$ cat src/shared/cbo_map.svh
// encodings, field values and limits for the barrier ordering master
`ifndef CBO_MAP_SVH
`define CBO_MAP_SVH

// ************************************************************
// shareability domain codes
// ************************************************************
`define CBO_DOM_NSH        2'h0
`define CBO_DOM_INNER      2'h1
`define CBO_DOM_OUTER      2'h2
`define CBO_DOM_SYS        2'h3

// ************************************************************
// barrier indication field
// ************************************************************
`define CBO_BAR_NORMAL     2'h0
`define CBO_BAR_MEM        2'h1
`define CBO_BAR_SYNC       2'h3

// ************************************************************
// transaction type and cache attribute values
// ************************************************************
`define CBO_SNOOP_PLAIN    4'h0
`define CBO_SNOOP_DVM      4'hF
`define CBO_BAR_CACHE      4'h2
`define CBO_DVM_CACHE      4'h2
`define CBO_SYS_CACHE_KEEP 4'h3

// ************************************************************
// maintenance message operation field in the address
// ************************************************************
`define CBO_DVM_OP_LSB     12
`define CBO_DVM_OP_W       3
`define CBO_DVM_OP_TLBI    3'h0
`define CBO_DVM_OP_SYNC    3'h4

// ************************************************************
// limits
// ************************************************************
`define CBO_MAX_OUTST      8
`define CBO_ADDR_W         32

`endif

$ cat src/shared/cbo_pkg.sv
// types shared by the barrier ordering master
package cbo_pkg;

   typedef enum logic [2:0] {
      KIND_READ    = 3'h0,
      KIND_WRITE   = 3'h1,
      KIND_MEMBAR  = 3'h2,
      KIND_SYNCBAR = 3'h3,
      KIND_TLBI    = 3'h4,
      KIND_DVMSYNC = 3'h5
   } cbo_kind_e;

   typedef enum logic [1:0] {
      ST_IDLE  = 2'b00,
      ST_DRAIN = 2'b01,
      ST_WAIT  = 2'b11
   } cbo_state_e;

endpackage

$ cat src/hw/cbo_addr_slot.sv
// one-entry holding register for an address channel
`timescale 1ns/1ps
module cbo_addr_slot #(
   parameter int W = 8
) (
   input  wire logic         clk,
   input  wire logic         rst,
   input  wire logic         load,
   input  wire logic [W-1:0] load_data,
   input  wire logic         ready,
   output logic              valid,
   output logic [W-1:0]      data
);
   logic         valid_r;
   logic         valid_nxt;
   logic [W-1:0] data_r;
   logic [W-1:0] data_nxt;

   initial begin
      if (W < 1) begin
         $error("cbo_addr_slot: W must be at least 1");
      end
   end

   // owner only loads while the slot is empty
   always_comb begin
      valid_nxt = load | (valid_r & ~ready);
      data_nxt  = load ? load_data : data_r;
   end

   always_ff @(posedge clk) begin
      if (rst) begin
         valid_r <= 1'b0;
         data_r  <= '0;
      end else begin
         valid_r <= valid_nxt;
         data_r  <= data_nxt;
      end
   end

   assign valid = valid_r;
   assign data  = data_r;

   slot_hold_a: assert property (@(posedge clk) disable iff (rst)
      valid_r && !ready |=> valid_r && $stable(data_r))
      else $error("address slot dropped or changed before handshake");

endmodule

$ cat src/hw/cbo_master.sv
// barrier, domain and maintenance ordering for a coherent bus master
// Behaviour
// [RQ1] domain membership seen identically by all masters
// [RQ2] domains never overlap; outer holds whole inners
// [RQ3] system domain accesses never cached anywhere
// [RQ4] after barrier, older transactions observable first
// [RQ5] sync barrier completes once all earlier observable
// [RQ6] system sync waits for slaves to finish
// [RQ7] barrier has address and response, no data
// [RQ8] barrier issued on both address channels
// [RQ9] dependent traffic waits for both barrier responses
// [RQ10] tlb invalidate followed by maintenance sync
// [RQ11] attribute mismatch never deadlocks, always progresses
// [RQ12] mismatch corruption stays inside its 4KB region
// [RQ13] peripheral keeps answering despite modifiable accesses
// [RQ14] hardware protocol errors need no recovery
// [RQ15] two-bit barrier field driven with address
// [RQ16] blocking flag from barrier issue to responses
`timescale 1ns/1ps
`include "cbo_map.svh"
module cbo_master #(
   parameter int ADDR_W    = `CBO_ADDR_W,
   parameter int MAX_OUTST = `CBO_MAX_OUTST
) (
   input  wire logic              MCLK,
   input  wire logic              SYS_RST,
   input  wire logic              REQ_VALID,
   output logic                   REQ_READY,
   input  wire cbo_pkg::cbo_kind_e REQ_KIND,
   input  wire logic [ADDR_W-1:0] REQ_ADDR,
   input  wire logic [1:0]        REQ_DOMAIN,
   input  wire logic [3:0]        REQ_CACHE,
   output logic                   ARVALID,
   input  wire logic              ARREADY,
   output logic [ADDR_W-1:0]      ARADDR,
   output logic [1:0]             ARDOMAIN,
   output logic [1:0]             ARBAR,
   output logic [3:0]             ARCACHE,
   output logic [3:0]             ARSNOOP,
   output logic                   AWVALID,
   input  wire logic              AWREADY,
   output logic [ADDR_W-1:0]      AWADDR,
   output logic [1:0]             AWDOMAIN,
   output logic [1:0]             AWBAR,
   output logic [3:0]             AWCACHE,
   input  wire logic              RVALID,
   input  wire logic              RLAST,
   output logic                   RREADY,
   input  wire logic              BVALID,
   output logic                   BREADY,
   output logic                   BAR_DONE,
   output logic                   TLBI_PENDING
);
   import cbo_pkg::*;

   localparam int CW  = $clog2(MAX_OUTST + 1);
   localparam int ARW = ADDR_W + 12;
   localparam int AWW = ADDR_W + 8;

   initial begin
      if (MAX_OUTST < 1 || ADDR_W < `CBO_DVM_OP_LSB + `CBO_DVM_OP_W) begin
         $error("cbo_master: MAX_OUTST or ADDR_W out of range");
      end
   end

   // ************************************************************
   // helpers
   // ************************************************************
   function automatic logic is_bar(input cbo_kind_e k);
      is_bar = (k == KIND_MEMBAR) || (k == KIND_SYNCBAR);
   endfunction

   // [RQ3] strip allocation hints
   function automatic logic [3:0] dom_cache(input logic [1:0] d, input logic [3:0] c);
      dom_cache = (d == `CBO_DOM_SYS) ? (c & `CBO_SYS_CACHE_KEEP) : c;
   endfunction

   function automatic logic [ADDR_W-1:0] dvm_addr(input logic [ADDR_W-1:0] a,
                                                   input logic [`CBO_DVM_OP_W-1:0] op);
      logic [ADDR_W-1:0] t;
      t = a;
      t[`CBO_DVM_OP_LSB +: `CBO_DVM_OP_W] = op;
      dvm_addr = t;
   endfunction

   // ************************************************************
   // state
   // ************************************************************
   cbo_state_e        state_r;
   cbo_state_e        state_nxt;
   cbo_kind_e         kind_r;
   cbo_kind_e         kind_nxt;
   logic [1:0]        dom_r;
   logic [1:0]        dom_nxt;
   logic              got_r_r;
   logic              got_r_nxt;
   logic              got_b_r;
   logic              got_b_nxt;
   logic              done_r;
   logic              done_nxt;
   logic              tlbi_r;
   logic              tlbi_nxt;
   logic              ready_r;
   logic              ready_nxt;
   logic              rsp_rdy_r;
   logic [CW-1:0]     rd_cnt_r;
   logic [CW-1:0]     rd_cnt_nxt;
   logic [CW-1:0]     wr_cnt_r;
   logic [CW-1:0]     wr_cnt_nxt;
   logic              ar_load;
   logic              aw_load;
   logic [ARW-1:0]    ar_pay;
   logic [AWW-1:0]    aw_pay;
   logic [ARW-1:0]    ar_q;
   logic [AWW-1:0]    aw_q;
   logic              take;
   logic              r_end;
   logic              b_end;
   logic              rd_inc;
   logic              wr_inc;

   assign take  = REQ_VALID & ready_r;
   assign r_end = RVALID & rsp_rdy_r & RLAST;
   assign b_end = BVALID & rsp_rdy_r;

   // ************************************************************
   // sequencing
   // ************************************************************
   always_comb begin
      state_nxt = state_r;
      kind_nxt  = kind_r;
      dom_nxt   = dom_r;
      got_r_nxt = got_r_r;
      got_b_nxt = got_b_r;
      done_nxt  = 1'b0;
      tlbi_nxt  = tlbi_r;
      ar_load   = 1'b0;
      aw_load   = 1'b0;
      ar_pay    = '0;
      aw_pay    = '0;
      rd_inc    = 1'b0;
      wr_inc    = 1'b0;
      unique case (state_r)
         ST_IDLE: begin
            // [RQ1] domain passed as given, never remapped here
            // [RQ2] [RQ12] domain unaltered; address unaltered except the TLBI op bits
            if (take) begin
               unique case (REQ_KIND)
                  KIND_READ: begin
                     ar_load = 1'b1;
                     rd_inc  = 1'b1;
                     ar_pay  = {REQ_ADDR, REQ_DOMAIN, `CBO_BAR_NORMAL,
                                dom_cache(REQ_DOMAIN, REQ_CACHE), `CBO_SNOOP_PLAIN};
                  end
                  KIND_WRITE: begin
                     aw_load = 1'b1;
                     wr_inc  = 1'b1;
                     aw_pay  = {REQ_ADDR, REQ_DOMAIN, `CBO_BAR_NORMAL,
                                dom_cache(REQ_DOMAIN, REQ_CACHE)};
                  end
                  // [RQ10] invalidate left pending until a maintenance sync (KIND_DVMSYNC) completes
                  KIND_TLBI: begin
                     ar_load  = 1'b1;
                     rd_inc   = 1'b1;
                     tlbi_nxt = 1'b1;
                     ar_pay   = {dvm_addr(REQ_ADDR, `CBO_DVM_OP_TLBI), REQ_DOMAIN,
                                 `CBO_BAR_NORMAL, `CBO_DVM_CACHE, `CBO_SNOOP_DVM};
                  end
                  KIND_MEMBAR, KIND_SYNCBAR, KIND_DVMSYNC: begin
                     kind_nxt  = REQ_KIND;
                     dom_nxt   = REQ_DOMAIN;
                     state_nxt = ST_DRAIN;
                  end
                  // undefined kinds are dropped; no recovery attempted
                  default: begin
                     state_nxt = ST_IDLE;
                  end
               endcase
            end
         end
         ST_DRAIN: begin
            // [RQ4] older traffic fully answered before barrier leaves
            if (rd_cnt_r == '0 && wr_cnt_r == '0 && !ARVALID && !AWVALID) begin
               state_nxt = ST_WAIT;
               got_r_nxt = 1'b0;
               got_b_nxt = 1'b0;
               ar_load   = 1'b1;
               if (is_bar(kind_r)) begin
                  // [RQ8] same barrier on both channels, [RQ15] coded field
                  aw_load = 1'b1;
                  ar_pay  = {{ADDR_W{1'b0}}, dom_r,
                             (kind_r == KIND_SYNCBAR) ? `CBO_BAR_SYNC : `CBO_BAR_MEM,
                             `CBO_BAR_CACHE, `CBO_SNOOP_PLAIN};
                  aw_pay  = {{ADDR_W{1'b0}}, dom_r,
                             (kind_r == KIND_SYNCBAR) ? `CBO_BAR_SYNC : `CBO_BAR_MEM,
                             `CBO_BAR_CACHE};
               end else begin
                  ar_pay  = {dvm_addr({ADDR_W{1'b0}}, `CBO_DVM_OP_SYNC), dom_r,
                             `CBO_BAR_NORMAL, `CBO_DVM_CACHE, `CBO_SNOOP_DVM};
               end
            end
         end
         ST_WAIT: begin
            // [RQ7] a single response per channel ends the barrier, no data
            if (r_end) begin
               got_r_nxt = 1'b1;
            end
            if (b_end) begin
               got_b_nxt = 1'b1;
            end
            // [RQ5] completion only after every needed response; [RQ6] relied on
            if ((got_r_r | r_end) && (got_b_r | b_end | !is_bar(kind_r))) begin
               state_nxt = ST_IDLE;
               done_nxt  = 1'b1;
               if (kind_r == KIND_DVMSYNC) begin
                  tlbi_nxt = 1'b0;
               end
            end
         end
         default: begin
            state_nxt = ST_IDLE;
         end
      endcase

      // [RQ14] stray responses are absorbed, counts never wrap
      rd_cnt_nxt = rd_cnt_r;
      wr_cnt_nxt = wr_cnt_r;
      if (rd_inc) begin
         rd_cnt_nxt = rd_cnt_nxt + CW'(1);
      end
      if (r_end && state_r != ST_WAIT && rd_cnt_r != '0) begin
         rd_cnt_nxt = rd_cnt_nxt - CW'(1);
      end
      if (wr_inc) begin
         wr_cnt_nxt = wr_cnt_nxt + CW'(1);
      end
      if (b_end && state_r != ST_WAIT && wr_cnt_r != '0) begin
         wr_cnt_nxt = wr_cnt_nxt - CW'(1);
      end

      // [RQ9] [RQ16] the non-idle state is the blocking flag
      ready_nxt = (state_nxt == ST_IDLE) &&
                  !(ar_load | (ARVALID & ~ARREADY)) &&
                  !(aw_load | (AWVALID & ~AWREADY)) &&
                  (rd_cnt_nxt < CW'(MAX_OUTST)) && (wr_cnt_nxt < CW'(MAX_OUTST));
   end

   always_ff @(posedge MCLK) begin
      if (SYS_RST) begin
         state_r   <= ST_IDLE;
         kind_r    <= KIND_READ;
         dom_r     <= 2'h0;
         got_r_r   <= 1'b0;
         got_b_r   <= 1'b0;
         done_r    <= 1'b0;
         tlbi_r    <= 1'b0;
         ready_r   <= 1'b0;
         rsp_rdy_r <= 1'b0;
         rd_cnt_r  <= '0;
         wr_cnt_r  <= '0;
      end else begin
         state_r   <= state_nxt;
         kind_r    <= kind_nxt;
         dom_r     <= dom_nxt;
         got_r_r   <= got_r_nxt;
         got_b_r   <= got_b_nxt;
         done_r    <= done_nxt;
         tlbi_r    <= tlbi_nxt;
         ready_r   <= ready_nxt;
         rsp_rdy_r <= 1'b1;
         rd_cnt_r  <= rd_cnt_nxt;
         wr_cnt_r  <= wr_cnt_nxt;
      end
   end

   // ************************************************************
   // address channel slots
   // ************************************************************
   cbo_addr_slot #(.W(ARW)) u_ar_slot (
      .clk       (MCLK),
      .rst       (SYS_RST),
      .load      (ar_load),
      .load_data (ar_pay),
      .ready     (ARREADY),
      .valid     (ARVALID),
      .data      (ar_q)
   );

   cbo_addr_slot #(.W(AWW)) u_aw_slot (
      .clk       (MCLK),
      .rst       (SYS_RST),
      .load      (aw_load),
      .load_data (aw_pay),
      .ready     (AWREADY),
      .valid     (AWVALID),
      .data      (aw_q)
   );

   assign {ARADDR, ARDOMAIN, ARBAR, ARCACHE, ARSNOOP} = ar_q;
   assign {AWADDR, AWDOMAIN, AWBAR, AWCACHE}          = aw_q;
   assign REQ_READY    = ready_r;
   assign RREADY       = rsp_rdy_r;
   assign BREADY       = rsp_rdy_r;
   assign BAR_DONE     = done_r;
   assign TLBI_PENDING = tlbi_r;

   // ************************************************************
   // checks
   // ************************************************************
   ar_sys_nocache_a: assert property ( // [RQ3]
      @(posedge MCLK) disable iff (SYS_RST)
      ARVALID && ARDOMAIN == `CBO_DOM_SYS |-> ARCACHE[3:2] == 2'b00)
      else $error("system domain read carries allocate hints");

   aw_sys_nocache_a: assert property ( // [RQ3]
      @(posedge MCLK) disable iff (SYS_RST)
      AWVALID && AWDOMAIN == `CBO_DOM_SYS |-> AWCACHE[3:2] == 2'b00)
      else $error("system domain write carries allocate hints");

   bar_pair_a: assert property ( // [RQ8]
      @(posedge MCLK) disable iff (SYS_RST)
      $rose(ARVALID) && ARBAR != `CBO_BAR_NORMAL |-> $rose(AWVALID) && AWBAR == ARBAR)
      else $error("barrier not presented on both address channels");

   bar_drained_a: assert property ( // [RQ4]
      @(posedge MCLK) disable iff (SYS_RST)
      $rose(ARVALID) && ARBAR != `CBO_BAR_NORMAL |-> rd_cnt_r == '0 && wr_cnt_r == '0)
      else $error("barrier issued with older traffic outstanding");

   bar_block_a: assert property ( // [RQ9]
      @(posedge MCLK) disable iff (SYS_RST)
      state_r == ST_WAIT |-> !REQ_READY ##1 (state_r != ST_WAIT || !REQ_READY))
      else $error("request accepted while barrier responses outstanding");

   bar_done_a: assert property ( // [RQ5]
      @(posedge MCLK) disable iff (SYS_RST)
      BAR_DONE |-> $past(state_r) == ST_WAIT && state_r == ST_IDLE)
      else $error("barrier completion without both responses");

   bar_field_a: assert property ( // [RQ15]
      @(posedge MCLK) disable iff (SYS_RST)
      ARVALID && ARBAR != `CBO_BAR_NORMAL |-> ARADDR == '0 && ARSNOOP == `CBO_SNOOP_PLAIN
                                             && ARCACHE == `CBO_BAR_CACHE)
      else $error("barrier field with wrong companion attributes");

   drain_moves_a: assert property ( // [RQ11]
      @(posedge MCLK) disable iff (SYS_RST)
      state_r == ST_DRAIN && rd_cnt_r == '0 && wr_cnt_r == '0 && !ARVALID && !AWVALID
      |=> state_r == ST_WAIT && ARVALID)
      else $error("drained barrier failed to issue");

   tlbi_sync_a: assert property ( // [RQ10]
      @(posedge MCLK) disable iff (SYS_RST)
      BAR_DONE && $past(kind_r) == KIND_DVMSYNC |-> !TLBI_PENDING)
      else $error("maintenance sync left invalidate pending");

endmodule

$ cat config.mk
export PLATFORM = sky130hd
export DESIGN_NAME = cbo_master
export DESIGN_NICKNAME = d
export VERILOG_FILES = /design/src/shared/cbo_pkg.sv /design/src/hw/cbo_addr_slot.sv /design/src/hw/cbo_master.sv
export VERILOG_INCLUDE_DIRS = /design/src /design/src/shared
export SDC_FILE = /design/constraint.sdc
export NUM_CORES = 1
export LEC_CHECK = 0
export BUFFER_PORTS_ARGS = -buffer_cell sky130_fd_sc_hd__buf_2
export CAP_MARGIN = 20
export CELL_PAD_IN_SITES_DETAIL_PLACEMENT = 0
export CELL_PAD_IN_SITES_GLOBAL_PLACEMENT = 1
export CORE_ASPECT_RATIO = 1.25
export CORE_MARGIN = 3
export CORE_UTILIZATION = 40
export DETAILED_ROUTE_END_ITERATION = 10
export PLACE_DENSITY = 0.93
export SLEW_MARGIN = 20
export SYNTH_ARGS = -nofsm -noshare
export SYNTH_HDL_FRONTEND = slang
export SYNTH_SLANG_ARGS = --single-unit
$ cat constraint.sdc
create_clock -name MCLK -period 4.5 [get_ports MCLK]
set_input_delay 0.45 -clock MCLK [delete_from_list [all_inputs] [get_ports MCLK]]
set_output_delay 0.45 -clock MCLK [all_outputs]
set_load 0.05 [all_outputs]
After elaboration in Yosys (flattened, before gate mapping)
Cells that the tools add are included.
Word-level totals
  bits in registers: 107
  bits of input ports: 49
  word-level logic and storage cells: 133
Cells by class
  add/sub/neg operators: 4
  $lt $le $gt $ge: 2
  eq/ne operators: 19
  multiplexer cells: 44
  bitwise logic cells: 14
  reductions and logical operators: 35
Operator list (number)
  $pmux 44 s2: 2
  $mux 40: 2
  $pmux 40 s2: 1
  $mux 27: 2
  $mux 44: 1
  $mux 4: 5
  $mux 1: 18
  $mux 8: 2
  $ne 2x2->1 const B: 7
  $eq 3x2->1 const B: 4
  $logic_and 1x1->1: 12
  $pmux 1 s2: 5
  $eq 3x3->1 const B: 3
  $reduce_and 3->1: 3
  $add 4x1->4 const B: 2
  $logic_not 4->1: 2
  $lt 4x4->1 const B: 2
  $mux 2: 4
  $reduce_bool 4->1: 2
  $sub 4x1->4 const B: 2
  $and 1x1->1: 6
  $pmux 2 s3: 1
  $reduce_or 3->1: 2
  $logic_not 1->1: 5
  13 further kinds: 23

Depth between registers and ports, before layout
  depth in word-level cells: 12
  mapped depth: 11

Cells and area by module
A second synthesis with hierarchy kept.
Unflattened totals
  cells, all modules: 532
  area total of the unflattened synthesis: 4969.8 um2
Modules (own cells, without submodules)
  cbo_master: instances 1, cells each 252, area an instance 1829.3 um2
  cbo_addr_slot (u_ar_slot): instances 1, cells each 146, area an instance 1634.1 um2
  cbo_addr_slot (u_aw_slot): instances 1, cells each 134, area an instance 1506.4 um2

Worst setup path before layout
Ideal clock, no wire load.
  path kind: reg-to-reg
  start: reg rd_cnt_r[0]
  end: reg ready_r, in the netlist REQ_READY
  arrival time: 2.121 ns
  required time: 4.427 ns
  path slack: 2.306 ns
  stages on the path, launching flop included: 10
  buffers on the path: 1
  period minus slack after synthesis: 2.194 ns
  cells stage by stage: dfxtp_1 > clkbuf_1 > inv_1 > ha_1 > nor3b_1 > nor3b_1 > a21boi_0 > mux2i_1 > nand3_1 > nor3_2
Between the ends
  cells in the longest elaborated chain, start to end: 12
Ends and longest elaborated chain
  from (decl): RTL line cbo_master.sv:106  | logic [CW-1:0] rd_cnt_r;
  from (signal assigned): RTL line cbo_master.sv:271  | rd_cnt_r <= rd_cnt_nxt;
  branches (longest 10 deep; another with $add 4x1->4)
  $logic_and 1x1->1 *: RTL line cbo_master.sv:244  | !(aw_load | (AWVALID & ~AWREADY)) &&
  $logic_and 1x1->1 *: RTL line cbo_master.sv:245  | (rd_cnt_nxt < CW'(MAX_OUTST)) && (wr_cnt_nxt < CW'(MAX_OUTST));
  to (signal assigned): RTL line cbo_master.sv:269  | ready_r <= ready_nxt;
  to (decl): RTL line cbo_master.sv:103  | logic ready_r;
Mark *: on every way between the ends.
A chain may end at the register's enable or synchronous reset.

Worst setup path in the final report
  start: reg state_r[0]
  end: reg rd_cnt_r[2]
Between the ends
  cells in the longest elaborated chain, start to end: 5
Ends and longest elaborated chain
  from (decl): RTL line cbo_master.sv:89  | cbo_state_e state_r;
  from (signal assigned): RTL line cbo_master.sv:262  | state_r <= state_nxt;
  $logic_not 2->1: RTL line cbo_master.sv:143  | unique case (state_r)
  $mux 1: RTL line cbo_master.sv:143
  $mux 4: RTL line cbo_master.sv:228  | if (rd_inc) begin
  $sub 4x1->4: RTL line cbo_master.sv:232  | rd_cnt_nxt = rd_cnt_nxt - CW'(1);
  $mux 4 *: RTL line cbo_master.sv:231  | if (r_end && state_r != ST_WAIT && rd_cnt_r != '0) begin
Mark *: on every way between the ends. The rest lies on a longest branch, timed or not.

==> results.toml <==
[status]
status = "finished, final reports clean"

[timing]
slew_headroom = 0.360
final.setup_skew_ns = 0.00886
tightestPinTransition_ns = 0.958
max_freq_ghz = 0.363
rsz0062_at_grt = "no"
setup_viol_count_final = 0
period_minus_slack_ns = 2.75
final-hold-violation-count = 0
worst_slack_ns = 1.75
period_share = 0.612
slew_violations = 0
fin_tns_setup_ns = 0

[detailed_routing]
routed_wl_um = 12100
viasPerCell = 5.67
dr.pass1.iters = 5
drt_iter0_drc = 203
ant_nets = 0
routedWlPerCell_um = 16.6
drc = 0
vias = 4131

[clock_tree]
h-tree-depth = 3
cts-buffers-inserted = 9
clk_pin_slew_ns = 0.07
root_buffer = "clkbuf_16"
ctsLongestPathBuffers = 2
ctsResizeCount = 0
holdBufCountCts = 0
postCtsSetupRepairBufs = 0
clk_latency_ns = 0.34
cts.sinks = 104
cts_tree = "done"

[power]
p_leak_nw = 2.41
power.total_w = 0.00219
pwr_density_cell_nw_per_um2 = 412
peakVddDrop_uv = 211

[synth]
synth_edf_count = 0
ys_top_cells_by_area = "dfxtp_1 49%, nor2_1 8.1%, a32oi_1 6.9%"
synth_area_sq_um = 4290
netlist.area_leader.share = 0.485
yosys_warnings = 0
syn_area_per_cell_sq_um = 8.81
synth_nets = 542
yosysTopAreaCell = "dfxtp_1"
synth_most_common_cell = "dfxtp_1"
synth_common_cells = "104 x dfxtp_1, 92 x nor2_1, 36 x a31oi_1"
ys_seq_elements = 104
syn_inst = 487
synth_ff_type = "dfxtp_1"
ys_seq_area_frac = 0.485
synth-async-reset-ratio = 0
synthDistinctLibCells = 43

[worst_setup_path]
worstRegToRegCells = 9
cp_max_fo = 23
cp.arrival_ns = 2.95
crit_type = "reg2reg"
crit_path_end_kind = "flop"
cp.required_ns = 4.69
start_kind = "flop"

[placement]
place_area_sq_um = 4980
finalWeightedCongestion = 0.886
hpwlAfterDp_um = 8250
portBuffers = 139
dp_slack_ns = 1.65

[die]
core-area_sq_um = 10300
die_x_um = 98.6
pin_count = 140
num_rows = 41
start_util = 0.418
die-area_sq_um = 12000
fp.dieH_um = 122

[run]
maxCapViolCount = 0

[final_layout]
fin_area_sq_um = 5320
antennaDiodeCount = 0
drive_gt1_frac = 0.275
nets = 650
area_delta_synth_final_pct = 24.1
fin_util = 0.519
fillers = 984

[grt]
grt_max_degree = 65
grtUsageTotal = 0.196
grt-ovfl-total = 0
grt_pass1_wl_um = 19100
first_global_vias = 3808
grt_antenna_before_repair = 0

[hold_path]
hold_path_depth = 3
hold_path.class = "in2reg"
flip-flops by register name, summed over array words and instances (netlist names):
register / count
BAR_DONE: 1
BREADY: 1
REQ_READY: 1
TLBI_PENDING: 1
dom_r: 2
got_b_r: 1
got_r_r: 1
kind_r: 3
rd_cnt_r: 4
state_r: 2
u_ar_slot.data: 41
u_ar_slot.valid: 1
u_aw_slot.data: 40
u_aw_slot.valid: 1
wr_cnt_r: 4
cell families after synthesis:
group / after synthesis / synth area share
and+or+nand+nor: 197 / 0.224
muxes: 6 / 0.0140
DFF: 104 / 0.485
xor gates and xnor gates: 9 / 0.0184
AOI/OAI and AO/OA: 111 / 0.183
adders and majority gates: 6 / 0.0175
buffers and inverters: 54 / 0.0583
report_power, final:
group          internal (W)  switching, W  leakage (nW)  total, W
sequential         0.000954     0.0000266         0.840  0.000981
combinational      0.000100      0.000234          1.42  0.000334
clock              0.000544      0.000332         0.156  0.000876
cells in the final DEF (no fill, tap or decap), drive strengths merged, types with 8 or more instances in the layout:
master    n
dfxtp   104
a21oi    20
and3     34
nor2     92
a31oi    36
buf     145
nand3    13
nand2    21
nor3      8
clkbuf   11
a32oi    34
metal layers:
| metal | vias to the layer above | share of wire | GRT usage |
|---|---|---|---|
| li1 | 1968 | - | - |
| met1 | 1963 | 0.42 | 0.256 |
| met2 | 178 | 0.49 | 0.324 |
| met3 | 22 | 0.070 | 0.0384 |
| met4 | 0 | 0.019 | 0.0717 |
| met5 | - | 0 | 0 |
worst max-delay path: stages (launching register included):
cell and delay, ns:
dfxtp_1 0.35, nor4bb_1 0.27, buf_4 0.20, and2_1 0.67, buf_4 0.41, xnor2_1 0.21
ha_1 0.19, nand2_1 0.06, xnor2_1 0.19, nor2_1 0.05
cell type report:
class,instances,area (sq um),area share
Sequential cell,104,2080,0.391
Tap cell,129,161,0.0303
Clock inverter,5,105,0.0198
Inverter,6,22.5,0.00423
Timing Repair Buffer,145,753,0.142
Clock buffer,11,233,0.0437
Multi-Input combinational cell,329,1960,0.369
worst paths after layout:
check / from / end / slack, ns
max: state_r[0]$_SDFF_PP0_ / rd_cnt_r[2]$_SDFF_PP0_ / 1.75
min: REQ_ADDR[14] / u_aw_slot.data[22]$_SDFFE_PP0P_ / 0.37
max reg2reg: state_r[0]$_SDFF_PP0_ / rd_cnt_r[2]$_SDFF_PP0_ / 1.75
min reg2reg: u_aw_slot.data[4]$_SDFFE_PP0P_ / u_aw_slot.data[4]$_SDFFE_PP0P_ / 0.45
metrics by stage:
step                cells  hold WS, ns
global placement      713        0.438
detailed placement    713        0.445
CTS                   729        0.356
floorplan             487        0.467
finish                729        0.368
global route          729        0.364
(Power assumes the default switching activity.)
